File: src/awd_pkg.sv
// Package with register map, field layout, reset values and timing.
package awd_pkg;

   localparam int unsigned CLK_HZ = 25_000_000;
   localparam int unsigned WAKE_SHORT_MS = 2500;
   localparam int unsigned WAKE_LONG_MIN = 1;
   localparam int unsigned WDT_LEAD_MS = 1;
   localparam int unsigned WDT_PERIOD_MS = 1500;

   localparam logic [31:0] WAKE_SHORT_CYC =
      32'(longint'(WAKE_SHORT_MS) * longint'(CLK_HZ) / 1000);
   localparam logic [31:0] WAKE_LONG_CYC =
      32'(longint'(WAKE_LONG_MIN) * 60 * longint'(CLK_HZ));
   localparam logic [31:0] WDT_LEAD_CYC =
      32'(longint'(WDT_LEAD_MS) * longint'(CLK_HZ) / 1000);
   localparam logic [31:0] WDT_PERIOD_CYC =
      32'(longint'(WDT_PERIOD_MS) * longint'(CLK_HZ) / 1000);

   localparam logic [13:0] IDX_WDT = 14'h00f8;
   localparam logic [13:0] IDX_STAT = 14'h2002;
   localparam logic [13:0] IDX_WAKE = 14'h20a9;
   localparam logic [13:0] IDX_FLAG = 14'h20b1;

   localparam int WDT_SVC_BIT = 7;
   localparam int STAT_EXP_BIT = 2;
   localparam int WAKE_ARM_BIT = 7;
   localparam int SLEEP_PERIOD_RESOLUTION_BIT = 3;
   localparam int SLEEP_PERIOD_COUNT_LSB = 0;
   localparam int FLAG_NEAR_BIT = 0;

   localparam logic [2:0] PRD_RST = 3'h1;
   localparam logic RES_RST = 1'b0;

   typedef struct packed {
      logic res;
      logic [2:0] prd;
   } awd_wake_cfg_t;

   typedef enum logic [1:0] {
      AWD_IDLE = 2'b00,
      AWD_ARMED = 2'b01,
      AWD_WAKING = 2'b11
   } awd_state_t;

endpackage : awd_pkg

File: src/awd_top.sv
// Autowake timer and watchdog service logic behind an APB slave.
`timescale 1ns/1ps
// Notes on behaviour
// - A write with the arm bit set loads the timer from the written period and resolution and arms it.
// - Entering full-power or reduced battery operation disarms the timer unless an arm write lands in that same cycle; it never counts there.
// - The sleep interval is the period count times the selected resolution unit, a count of zero giving one unit.
// - The period count resets to one and can reach at most seven.
// - Resolution one gives a minute per count, resolution zero gives 2.5 seconds.
// - The near-overflow flag sets about one millisecond before the watchdog overflows.
// - The near-overflow flag clears on a written zero or on the falling edge of wake.
// - Writing zero to the service bit clears the flag, writing one restarts the watchdog.
// - Watchdog overflow sets the expiry status, which clears while reset is high.
module awd_top #(
   parameter logic [31:0] SHORT_CYC = awd_pkg::WAKE_SHORT_CYC,
   parameter logic [31:0] LONG_CYC = awd_pkg::WAKE_LONG_CYC,
   parameter logic [31:0] LEAD_CYC = awd_pkg::WDT_LEAD_CYC,
   parameter logic [31:0] PERIOD_CYC = awd_pkg::WDT_PERIOD_CYC
) (
   input wire logic CLK,
   input wire logic RST,
   input wire logic CE,
   input wire logic PSEL,
   input wire logic PENABLE,
   input wire logic PWRITE,
   input wire logic [15:0] PADDR,
   input wire logic [31:0] PWDATA,
   input wire logic [3:0] PSTRB,
   output logic [31:0] PRDATA,
   output logic PREADY,
   output logic PSLVERR,
   input wire logic FULL_POWER_OPERATION,
   input wire logic REDUCED_BATTERY_OPERATION,
   output logic WAKE,
   output logic ARMED,
   output logic WATCHDOG_NEAR_OVERFLOW_FLAG,
   output logic WATCHDOG_EXPIRY_STATUS,
   output logic WDT_OVERFLOW
);
   logic fp_s1, fp_s2, rb_s1, rb_s2, mode_d;
   logic mode, mode_rise;
   logic acc, wr;
   logic hit_wdt, hit_stat, hit_wake, hit_flag;
   logic next_pready, next_pslverr;
   logic [31:0] next_prdata;
   awd_pkg::awd_wake_cfg_t cfg, next_cfg;
   awd_pkg::awd_state_t state, next_state;
   logic [2:0] units, next_units;
   logic act_res, next_act_res, next_wake, next_armed;
   logic arm_wr, pre_load, pre_zero, counting, pre_res;
   logic [31:0] pre_cnt, pre_val;
   logic [31:0] wdt_cnt;
   logic wdt_zero, wdt_load, svc_wr1, svc_wr0;
   logic near_set, near_clr, wake_fall;
   logic next_near, next_exp, next_ovf;

   // Mode pins come from the power controller, outside this clock.
   always_ff @(posedge CLK) begin
      if (RST) begin
         fp_s1 <= 1'b0;
         fp_s2 <= 1'b0;
         rb_s1 <= 1'b0;
         rb_s2 <= 1'b0;
         mode_d <= 1'b0;
      end else if (CE) begin
         fp_s1 <= FULL_POWER_OPERATION;
         fp_s2 <= fp_s1;
         rb_s1 <= REDUCED_BATTERY_OPERATION;
         rb_s2 <= rb_s1;
         mode_d <= mode;
      end
   end

   assign mode = fp_s2 | rb_s2;
   assign mode_rise = mode & ~mode_d;

   // The low address bits must be zero, so a misaligned access misses all.
   assign hit_wdt = (PADDR == {awd_pkg::IDX_WDT, 2'b00});
   assign hit_stat = (PADDR == {awd_pkg::IDX_STAT, 2'b00});
   assign hit_wake = (PADDR == {awd_pkg::IDX_WAKE, 2'b00});
   assign hit_flag = (PADDR == {awd_pkg::IDX_FLAG, 2'b00});
   assign acc = PSEL & PENABLE & PREADY;
   // Only the low byte lane carries these fields.
   assign wr = acc & PWRITE & PSTRB[0];

   always_comb begin
      next_pready = 1'b0;
      next_pslverr = 1'b0;
      next_prdata = 32'h0;
      if (PSEL && PENABLE && !PREADY) begin
         next_pready = 1'b1;
         if (hit_wake) begin
            next_prdata[awd_pkg::SLEEP_PERIOD_COUNT_LSB +: 3] = cfg.prd;
            next_prdata[awd_pkg::SLEEP_PERIOD_RESOLUTION_BIT] = cfg.res;
         end else if (hit_flag) begin
            next_prdata[awd_pkg::FLAG_NEAR_BIT] =
               WATCHDOG_NEAR_OVERFLOW_FLAG;
         end else if (hit_stat) begin
            next_prdata[awd_pkg::STAT_EXP_BIT] = WATCHDOG_EXPIRY_STATUS;
         end else if (hit_wdt) begin
            next_prdata = 32'h0;
         end else begin
            next_pslverr = 1'b1;
         end
      end
   end

   always_ff @(posedge CLK) begin
      if (RST) begin
         PREADY <= 1'b0;
         PSLVERR <= 1'b0;
         PRDATA <= 32'h0;
      end else if (CE) begin
         PREADY <= next_pready;
         PSLVERR <= next_pslverr;
         PRDATA <= next_prdata;
      end
   end

   assign arm_wr = wr & hit_wake & PWDATA[awd_pkg::WAKE_ARM_BIT];
   assign pre_res = arm_wr ? PWDATA[awd_pkg::SLEEP_PERIOD_RESOLUTION_BIT] : act_res;
   assign pre_val = pre_res ? LONG_CYC - 32'h1 : SHORT_CYC - 32'h1;

   always_comb begin
      next_cfg = cfg;
      next_state = state;
      next_units = units;
      next_act_res = act_res;
      next_wake = WAKE;
      next_armed = ARMED;
      pre_load = 1'b0;
      counting = 1'b0;
      if (wr && hit_wake) begin
         next_cfg.prd = PWDATA[awd_pkg::SLEEP_PERIOD_COUNT_LSB +: 3];
         next_cfg.res = PWDATA[awd_pkg::SLEEP_PERIOD_RESOLUTION_BIT];
      end
      case (state)
         awd_pkg::AWD_IDLE: begin
            next_armed = 1'b0;
         end
         awd_pkg::AWD_ARMED: begin
            if (mode_rise) begin
               next_state = awd_pkg::AWD_IDLE;
               next_armed = 1'b0;
            end else if (!mode) begin
               // Without an arm the idle state never counts.
               counting = 1'b1;
               if (pre_zero) begin
                  pre_load = 1'b1;
                  if (units <= 3'h1) begin
                     next_state = awd_pkg::AWD_WAKING;
                     next_wake = 1'b1;
                     next_armed = 1'b0;
                  end else begin
                     next_units = units - 3'h1;
                  end
               end
            end
         end
         awd_pkg::AWD_WAKING: begin
            // Wake stays up until the processor is back at full power or an arm write restarts the timer.
            if (fp_s2) begin
               next_state = awd_pkg::AWD_IDLE;
               next_wake = 1'b0;
            end
         end
         default: begin
            next_state = awd_pkg::AWD_IDLE;
         end
      endcase
      // The arm takes the byte being written, so one write sets all.
      if (arm_wr) begin
         next_state = awd_pkg::AWD_ARMED;
         next_units = PWDATA[awd_pkg::SLEEP_PERIOD_COUNT_LSB +: 3];
         next_act_res = PWDATA[awd_pkg::SLEEP_PERIOD_RESOLUTION_BIT];
         next_armed = 1'b1;
         next_wake = 1'b0;
         pre_load = 1'b1;
      end
   end

   always_ff @(posedge CLK) begin
      if (RST) begin
         cfg <= '{res: awd_pkg::RES_RST, prd: awd_pkg::PRD_RST};
         state <= awd_pkg::AWD_IDLE;
         units <= awd_pkg::PRD_RST;
         act_res <= awd_pkg::RES_RST;
         WAKE <= 1'b0;
         ARMED <= 1'b0;
      end else if (CE) begin
         cfg <= next_cfg;
         state <= next_state;
         units <= next_units;
         act_res <= next_act_res;
         WAKE <= next_wake;
         ARMED <= next_armed;
      end
   end

   awd_cnt #(
      .W(32),
      .RST_VAL(32'h0)
   ) u_pre (
      .clk(CLK),
      .rst(RST),
      .ce(CE),
      .load(pre_load),
      .load_val(pre_val),
      .run(counting),
      .cnt(pre_cnt),
      .zero(pre_zero)
   );

   assign svc_wr1 = wr & hit_wdt & PWDATA[awd_pkg::WDT_SVC_BIT];
   assign svc_wr0 = wr & hit_wdt & ~PWDATA[awd_pkg::WDT_SVC_BIT];
   assign wdt_load = svc_wr1 | wdt_zero;
   assign wake_fall = WAKE & ~next_wake;

   awd_cnt #(
      .W(32),
      .RST_VAL(PERIOD_CYC - 32'h1)
   ) u_wdt (
      .clk(CLK),
      .rst(RST),
      .ce(CE),
      .load(wdt_load),
      .load_val(PERIOD_CYC - 32'h1),
      .run(1'b1),
      .cnt(wdt_cnt),
      .zero(wdt_zero)
   );

   always_comb begin
      near_set = (wdt_cnt == LEAD_CYC);
      near_clr = (wr & hit_flag & ~PWDATA[awd_pkg::FLAG_NEAR_BIT])
         | svc_wr0 | wake_fall;
      // A fresh event beats a clear in the same cycle.
      next_near = near_set | (WATCHDOG_NEAR_OVERFLOW_FLAG & ~near_clr);
      next_exp = wdt_zero | (WATCHDOG_EXPIRY_STATUS
         & ~(wr & hit_stat & ~PWDATA[awd_pkg::STAT_EXP_BIT]));
      next_ovf = wdt_zero;
   end

   always_ff @(posedge CLK) begin
      if (RST) begin
         WATCHDOG_NEAR_OVERFLOW_FLAG <= 1'b0;
         WATCHDOG_EXPIRY_STATUS <= 1'b0;
         WDT_OVERFLOW <= 1'b0;
      end else if (CE) begin
         WATCHDOG_NEAR_OVERFLOW_FLAG <= next_near;
         WATCHDOG_EXPIRY_STATUS <= next_exp;
         WDT_OVERFLOW <= next_ovf;
      end
   end
endmodule : awd_top

File: src/awd_cnt.sv
// Loadable down counter that stops at zero.
`timescale 1ns/1ps
module awd_cnt #(
   parameter int W = 32,
   parameter logic [W-1:0] RST_VAL = '0
) (
   input wire logic clk,
   input wire logic rst,
   input wire logic ce,
   input wire logic load,
   input wire logic [W-1:0] load_val,
   input wire logic run,
   output logic [W-1:0] cnt,
   output logic zero
);
   logic [W-1:0] next_cnt;

   always_comb begin
      next_cnt = cnt;
      if (load) begin
         next_cnt = load_val;
      end else if (run && cnt != '0) begin
         next_cnt = cnt - 1'b1;
      end
   end

   always_ff @(posedge clk) begin
      if (rst) begin
         cnt <= RST_VAL;
      end else if (ce) begin
         cnt <= next_cnt;
      end
   end

   assign zero = (cnt == '0);

endmodule : awd_cnt

File: config.mk
export PLATFORM = sky130hd
export DESIGN_NAME = awd_top
export DESIGN_NICKNAME = d
export VERILOG_FILES = /design/src/awd_pkg.sv /design/src/awd_top.sv /design/src/awd_cnt.sv
export SDC_FILE = /design/constraint.sdc
export NUM_CORES = 1
export LEC_CHECK = 0
export BUFFER_PORTS_ARGS = -buffer_cell sky130_fd_sc_hd__clkbuf_2
export CORE_ASPECT_RATIO = 1.5
export CORE_MARGIN = 1.5
export CORE_UTILIZATION = 29
export CTS_BUF_LIST = sky130_fd_sc_hd__clkbuf_8
export DETAILED_ROUTE_END_ITERATION = 16
export MAX_ROUTING_LAYER = met4
export SYNTH_ARGS = -nofsm -noshare
export SYNTH_HDL_FRONTEND = slang
export SYNTH_SLANG_ARGS = --single-unit
File: constraint.sdc
create_clock -name CLK -period 5.9 [get_ports CLK]
set_clock_uncertainty 0.15 [all_clocks]
set_input_delay 1.18 -clock CLK [delete_from_list [all_inputs] [get_ports CLK]]
set_output_delay 1.18 -clock CLK [all_outputs]
set_load 0.005 [all_outputs]
Word-level counts from Yosys, hierarchy flattened
Cells that the tools add are included.
{"block": "classes", "bitwise": 30, "order_cmp": 1, "n_addsub": 3, "muxes": 52, "eq_ne": 15, "n_reduce_logical": 21}
{"operator": "two-way mux 32 bit", "n": 5}
{"operator": "zero test 32 bit", "n": 2}
{"operator": "nonzero test 32 bit", "n": 2}
{"operator": "subtractor 32 x 1 -> 32 bit, second input constant", "n": 2}
{"operator": "equality test 16 bit, second input constant", "n": 3}
{"operator": "equality test 32 x 15 -> 1 bit, second input constant", "n": 1}
{"operator": "two-way mux 31 bit", "n": 1}
{"operator": "two-way mux 1 bit", "n": 28}
{"operator": "two-way mux 28 bit", "n": 1}
{"operator": "two-way mux 3 bit", "n": 6}
{"operator": "AND 1 bit", "n": 17}
{"operator": "equality test 16 x 10 -> 1 bit, second input constant", "n": 1}
{"operator": "two-way mux 2 bit", "n": 7}
{"operator": "inequality test 4 bit, second input constant", "n": 3}
{"operator": "AND reduction 6 bit", "n": 2}
{"operator": "nonzero test 2 bit", "n": 4}
{"operator": "inverter 1 bit", "n": 7}
{"operator": "bitwise OR 1 bit", "n": 6}
{"operator": "case mux 2 bit (3 select lines)", "n": 1}
{"operator": "AND reduction 2 bit", "n": 3}
{"operator": "AND reduction 5 bit", "n": 1}
{"operator": "logical AND 1 bit", "n": 4}
{"operator": "two-way mux 4 bit", "n": 1}
{"operator": "inequality test 2 x 1 -> 1 bit, second input constant", "n": 2}
{"operator": "other kinds (10)", "n": 12}
{"block": "word_totals", "input_bits": 60, "reg_bits": 118}

Longest topological paths before layout
Gate-level depths: netlist of the first run.
{"block": "logic_depth", "ltp_word": 13, "depth_mapped": 10, "ltp_nobuf": 8}

Cells and area by module
Synthesis of the first run repeated with hierarchy kept, for this count alone.
{"block": "unflattened", "cells_unflattened": 798, "hier_area_um2": 6153.4}
{"mod": "awd_cnt (u_wdt)", "n_inst": 1, "cells_per_inst": 304, "area_per_inst_um2": 2229.6}
{"mod": "awd_cnt (u_pre)", "n_inst": 1, "cells_per_inst": 286, "area_per_inst_um2": 2228.4}
{"mod": "awd_top", "n_inst": 1, "cells_per_inst": 208, "area_per_inst_um2": 1695.4}

Worst setup path after synthesis of the first run
Ideal clock, no wire load.
{"block": "synth_path", "kind": "input-to-reg", "start": "input port PADDR[1]", "end": "register units[0]", "arrival_ns": 2.931, "setup_time_ns": 0.122, "stages": 7, "required_time_ns": 5.628, "setup_slack_ns": 2.697, "cell_sequence": "nor4b_1 > nand4_1 > nor2_1 > buf_2 > buf_1 > nor4_1 > a221o_1"}
{"block": "synth_via", "elab_chain_len": 5}
{"element": "from (decl)", "line": "awd_top.sv:25", "source": "input wire logic [15:0] PADDR,"}
{"element": "equality test 16 bit (*)", "line": "awd_top.sv:79", "source": "assign hit_wake = (PADDR == {awd_pkg::IDX_WAKE, 2'b00});"}
{"element": "AND 1 bit (*) (2 in series)", "line": "awd_top.sv:119", "source": "assign arm_wr = wr & hit_wake & PWDATA[awd_pkg::WAKE_ARM_BIT];"}
{"element": "inequality test 2 bit (no source line), or another cell as far along"}
{"element": "AND reduction 6 bit (no source line)"}
{"element": "to (signal assigned)", "line": "awd_top.sv:185", "source": "units <= awd_pkg::PRD_RST;"}
{"element": "to (signal assigned)", "line": "awd_top.sv:192", "source": "units <= next_units;"}
{"element": "to (decl)", "line": "awd_top.sv:47", "source": "logic [2:0] units, next_units;"}
Mark *: on every way between the ends. The rest lies on a longest branch, timed or not.
A chain may end at the register's enable or synchronous reset.

Worst setup path after layout of the first run
{"block": "layout_path", "start": "input port PADDR[1]", "end": "register u_pre.cnt[19]"}
{"block": "layout_via", "elab_chain_len": 6}
{"element": "equality test 16 bit (*)", "line": "awd_top.sv:79"}
{"element": "AND 1 bit (*) (2 in series)", "line": "awd_top.sv:119"}
{"element": "two-way mux 1 bit (*)", "line": "awd_top.sv:171", "source": "if (arm_wr) begin"}
{"element": "nonzero test 2 bit (no source line)"}
{"element": "AND reduction 2 bit (no source line)"}
{"element": "to (signal assigned)", "line": "awd_cnt.sv:31", "source": "cnt <= next_cnt;"}
{"element": "to (decl)", "line": "awd_cnt.sv:13", "source": "output logic [W-1:0] cnt,"}
Marked as above.

==> results of run 1 <==
[metrics by stage]
step	instances	hold slack, ns	instance area (sq um)	setup slack (ns)
final	852	0.309	5420	2.16
after global routing	852	0.323	5420	1.92
after CTS	852	0.314	5420	2.11
after detailed placement	837	0.303	5230	1.72
after global placement	837	0.299	5230	1.75
after floorplan	637	0.282	5060	2.70
[layout by cell type, fill, tap and decap left out, drive strengths merged, types with 7 or more instances in the layout]
| cell type | Yosys | layout |
|---|---|---|
| dfxtp | 90 | 90 |
| nor2 | 79 | 79 |
| clkbuf | 14 | 50 |
| nand2 | 45 | 45 |
| a21oi | 34 | 34 |
| nor3 | 32 | 32 |
| o21ai | 32 | 32 |
| conb | 1 | 28 |
| xnor2 | 25 | 25 |
| nor4 | 22 | 22 |
| nand3 | 21 | 21 |
| inv | 16 | 19 |
| or3 | 15 | 15 |
| xor2 | 12 | 12 |
| nor4b | 12 | 12 |
| nand4 | 11 | 11 |
| a311oi | 10 | 10 |
| mux2i | 8 | 8 |
| or4 | 7 | 7 |
| nand2b | 7 | 7 |
[critical path, cell delays in order]
cell and delay [ns]:
clkbuf_2 0.09, nor4b_1 0.55, nand4_1 0.38, nor2_1 0.68, buf_4 0.33, nor2_1 0.23, a211o_1 0.34, a21oi_1 0.11
[final cells by class]
cell class	instances	area (sq um)	share of cell area
repair buffers	43	223	0.0411
clock inverters	5	48.8	0.00901
multi-input cells	478	2880	0.532
inverters	16	60.1	0.0111
well taps	210	263	0.0485
clock buffers	10	138	0.0254
flip-flops and latches	90	1800	0.333
[worst paths after layout]
path	startpoint	end	slack [ns]	cells past startpoint
max reg2reg	state[1]	u_pre.cnt[19]	2.69	6
max	PADDR[1]	u_pre.cnt[19]	2.16	8
min reg2reg	cfg[0]	PRDATA[0]	0.31	2
min	cfg[0]	PRDATA[0]	0.31	2
[routing by layer]
metal	wire length, um	GRT usage	share of wire	up-vias
li1	-	-	-	2220
met3	435	0.0231	0.034	36
met5	0	-	0	-
met1	5250	0.167	0.41	2136
met2	6680	0.266	0.52	92
met4	499	0.0921	0.039	0
[power groups by stage]
stage	registers, mW	clock network (mW)	logic (mW)
CTS	0.613	0.430	0.0494
floorplan	0.627	0	0.0422
global placement	0.628	0	0.0490
finish	0.613	0.420	0.0490
global route	0.614	0.460	0.0554
detailed placement	0.628	0	0.0492
[synth_stat cells (all sizes together) (14+ instances only)]
cell type / count / area share
dfxtp: 90 / 0.36
nor2: 79 / 0.060
nand2: 45 / 0.034
buf: 39 / 0.053
a21oi: 34 / 0.034
nor3: 32 / 0.036
o21ai: 32 / 0.032
xnor2: 25 / 0.044
nor4: 22 / 0.031
nand3: 21 / 0.021
inv: 16 / 0.012
or3: 15 / 0.020
clkbuf: 14 / 0.011
[flip-flops by register name, indices dropped and copies added (netlist names), 2 cells and up]
register and flops:
PRDATA 4, u_wdt.cnt 32, state 2, units 3, u_pre.cnt 32, cfg 4
[cell families (layout without fill, tap and decap cells)]
kind of cell             Yosys count  count (layout)
multiplexers                       9               9
other                              1              28
adder cells (fa/ha/maj)            5               5
buffers and inverters             69              74
AND/OR/NAND/NOR                  287             287
XOR/XNOR                          37              37
AO/OA/AOI/OAI                    112             112
flip-flops                        90              90
==> flow_summary.yaml, run 1 <==
run_status:
  outcome: "complete, no violations"
cts:
  path_clk_slew_ns: 0.08
  cts_resized: 0
  cts_tree: "yes"
  clkSinkCount: 90
  numCtsBuffers: 9
  cts-root-buf: "clkbuf_8"
  insertion_delay_ns: 0.38
  post_cts_buffers: 0
  h-tree-depth: 3
  cts.path.max_buffers: 2
  hold_buffers: 0
setup_path:
  start_kind: "primary input"
  criticalPathCategory: "in2reg"
  cp.arrival_ns: 3.90
  crit_fanout: 12
  cp_data_required_time_ns: 6.05
  worst_setup_path_end_kind: "flip-flop"
synthesis:
  avgSynthCellArea_sq_um: 8.13
  async_flop_share: 0
  synthSimpleGateAreaFrac: 0.316
  synth_fa_ha_area_frac: 0.0126
  synth_top_family_by_area: "simple AND/OR/NAND/NOR gates"
  synth_cells: 610
  synth_compound_area_frac: 0.147
  yosysUniqueCellTypes: 64
  yosysSeqAreaShare: 0.363
  synthXorXnorAreaFrac: 0.0653
  muxShareOfSynthArea: 0.0184
  synthesis.area_sq_um: 4960
  synth-main-ff-cell: "dfxtp_1"
  synth_edf_count: 0
  ys_warn_count: 0
  ys_ff_latch: 90
timing:
  post-route-period-util: 0.635
  grt_setup_unrepaired: "false"
  hold_viol: 0
  setup_viol: 0
  timing.slew.headroom: 0.356
  tightest_slew_ns: 0.964
  finalSetupTns_ns: 0
  fmax_mhz: 267
  slew_violations: 0
  fin_crit_ns: 3.74
power_and_ir_drop:
  switchingPower_uw: 255
  ir_drop_mv: 0.106
  clockPowerShare: 0.388
  seq_power_share: 0.567
  p_sw_frac: 0.235
  cellPowerDensity_nw_per_um2: 200
  p_int_uw: 828
  leakage_nw: 2.01
  comb_power_share: 0.045
  p_total_mw: 1.08
grt:
  grt_pass1_wl_um: 21100
  grt_pass1_vias: 4234
  antenna_found_initial: 0
  overflow: 0
  grt_max_degree: 55
  grtUsageTotal: 0.156
routing:
  post_drt_wl_per_cell_um: 15.1
  postRouteAntennaNets: 0
  drcViolationCount: 0
  drt-total-wl_um: 12900
  vias_per_cell: 5.26
  dr.pass1.iters: 6
  via_count: 4484
  drtIter0Drc: 254
finish:
  diodes: 0
  fillers: 1806
  areaGrowthSynthToFinish_pct: 9.21
  drive_gt1_frac: 0.111
  num-nets-final: 703
  fin_util: 0.323
placement:
  dpl.hpwl_um: 9430
  port_buffers: 40
  globalplace.congestion: 0.884
floorplan:
  io_pins: 99
  rows: 58
  initial_core_util: 0.296
  fp.dieH_um: 163
  design.core.area_sq_um: 16800
  design.die.area_sq_um: 17900
  die_w_um: 110
worst_hold_path:
  hp-class: "reg2reg"
job:
  cap_violations: 0
(Power assumes the default switching activity.)
==> run 2, diff against run 1 <==
- clock period: 5.9 -> 3.4 ns (I/O delays scaled with it)
==> flow_summary.yaml, run 2 (synthesis gave the netlist of run 1 again) <==
run_status:
  outcome: "complete, no violations"
power_and_ir_drop:
  p_sw_frac: 0.255
  switchingPower_uw: 473
  comb_power_share: 0.047
  leakage_nw: 2.07
  p_int_mw: 1.38
  clockPowerShare: 0.379
  seq_power_share: 0.574
  cellPowerDensity_nw_per_um2: 335
  ir_drop_mv: 0.190
cts:
  cts_tree: "yes"
  path_clk_slew_ns: 0.10
  insertion_delay_ns: 0.37
  clkSinkCount: 90
  cts_resized: 0
  hold_buffers: 0
  post_cts_buffers: 0
  h-tree-depth: 3
  cts-root-buf: "clkbuf_8"
  numCtsBuffers: 9
  cts.path.max_buffers: 2
routing:
  via_count: 4491
  drt-total-wl_um: 12900
  vias_per_cell: 5.17
  postRouteAntennaNets: 0
  drcViolationCount: 0
  dr.pass1.iters: 4
  post_drt_wl_per_cell_um: 14.8
  drtIter0Drc: 304
placement:
  port_buffers: 40
  dpl.hpwl_um: 9610
  globalplace.congestion: 0.878
finish:
  num-nets-final: 718
  largestRegisters: "u_pre.cnt x32, u_wdt.cnt x32"
  drive_gt1_frac: 0.137
  fillers: 1792
  areaGrowthSynthToFinish_pct: 11.5
  diodes: 0
  final_common_cell: "dfxtp_1"
  layout_common_cells: "90 x dfxtp_1, 79 x nor2_1, 45 x nand2_1"
timing:
  whs_ns: 0.312
  tightest_slew_ns: 0.827
  hold_viol: 0
  fin_crit_ns: 2.94
  fmax_mhz: 340
  post-route-period-util: 0.865
  grt_setup_unrepaired: "false"
  setup_viol: 0
  finalSetupTns_ns: 0
  timing.slew.headroom: 0.447
  slew_violations: 0
setup_path:
  cp_data_required_time_ns: 3.55
  start_kind: "flip-flop"
  crit_fanout: 12
  criticalPathCategory: "reg2reg"
  worst_setup_path_end_kind: "flip-flop"
  cp.arrival_ns: 3.09
floorplan:
  design.die.area_sq_um: 17900
  initial_core_util: 0.296
  io_pins: 99
  fp.dieH_um: 163
  design.core.area_sq_um: 16800
  die_w_um: 110
  rows: 58
grt:
  antenna_found_initial: 0
  grt_pass1_vias: 4231
  grtUsageTotal: 0.155
  grt_pass1_wl_um: 21000
  overflow: 0
  grt_max_degree: 55
worst_hold_path:
  hp-class: "reg2reg"
job:
  cap_violations: 0
==> run 2: cell types whose count changed in the layout (fill, tap and decap cells not counted), sizes merged <==
cell	before	now
inv	19	18
buf	3	18
clkinvlp	1	3
clkinv	0	1
bufinv	1	0
==> run 2: power by group through the flow <==
stage / registers [mW] / logic (mW) / clock network [mW]
floorplan: 1.09 / 0.0733 / 0
global placement: 1.09 / 0.0874 / 0
detailed placement: 1.09 / 0.0883 / 0
CTS: 1.06 / 0.0885 / 0.739
global route: 1.07 / 0.100 / 0.775
finish: 1.06 / 0.0874 / 0.703
==> run 2: worst paths after layout <==
| kind | end | start | cells past startpoint | slack, ns |
|---|---|---|---|---|
| worst max register to register | u_pre.cnt[19] | u_pre.cnt[11] | 6 | 0.46 |
| worst min-delay path | PRDATA[0] | cfg[0] | 2 | 0.31 |
| worst max-delay path | u_pre.cnt[19] | u_pre.cnt[11] | 6 | 0.46 |
| worst min register to register | PRDATA[0] | cfg[0] | 2 | 0.31 |
==> run 2: per-layer routing <==
layer	global-route usage	part of all wire
met5	-	0
met4	0.0632	0.029
met3	0.0291	0.029
met2	0.272	0.53
met1	0.170	0.42
==> run 2: cell type report <==
| type | instances | area, sq um | area share |
|---|---|---|---|
| clock inverters | 6 | 48.8 | 0.00883 |
| well taps | 210 | 263 | 0.0475 |
| clock buffers | 10 | 138 | 0.0249 |
| multi-input cells | 478 | 2880 | 0.521 |
| flip-flops and latches | 90 | 1800 | 0.326 |
| repair buffers | 58 | 335 | 0.0606 |
| inverters | 16 | 60.1 | 0.0109 |
==> run 2: through the flow <==
step                      std cells  instance area, sq um  setup WS (ns)  utilization  power [mW]
after floorplan                 637                  5060          0.697            -        1.16
after global placement          852                  5340          0.338        0.319        1.18
after detailed placement        852                  5340          0.271        0.319        1.18
after CTS                       868                  5530          0.488        0.330        1.89
after global routing            868                  5530          0.320        0.330        1.94
final                           868                  5530          0.460        0.330        1.85
==> run 2: critical path: stages (launching register included) <==
cell	delay, ns
dfxtp_1	0.35
or4_1	0.68
nor3_4	0.41
and4_1	0.54
nor2_1	0.31
a211o_1	0.32
a21oi_1	0.11
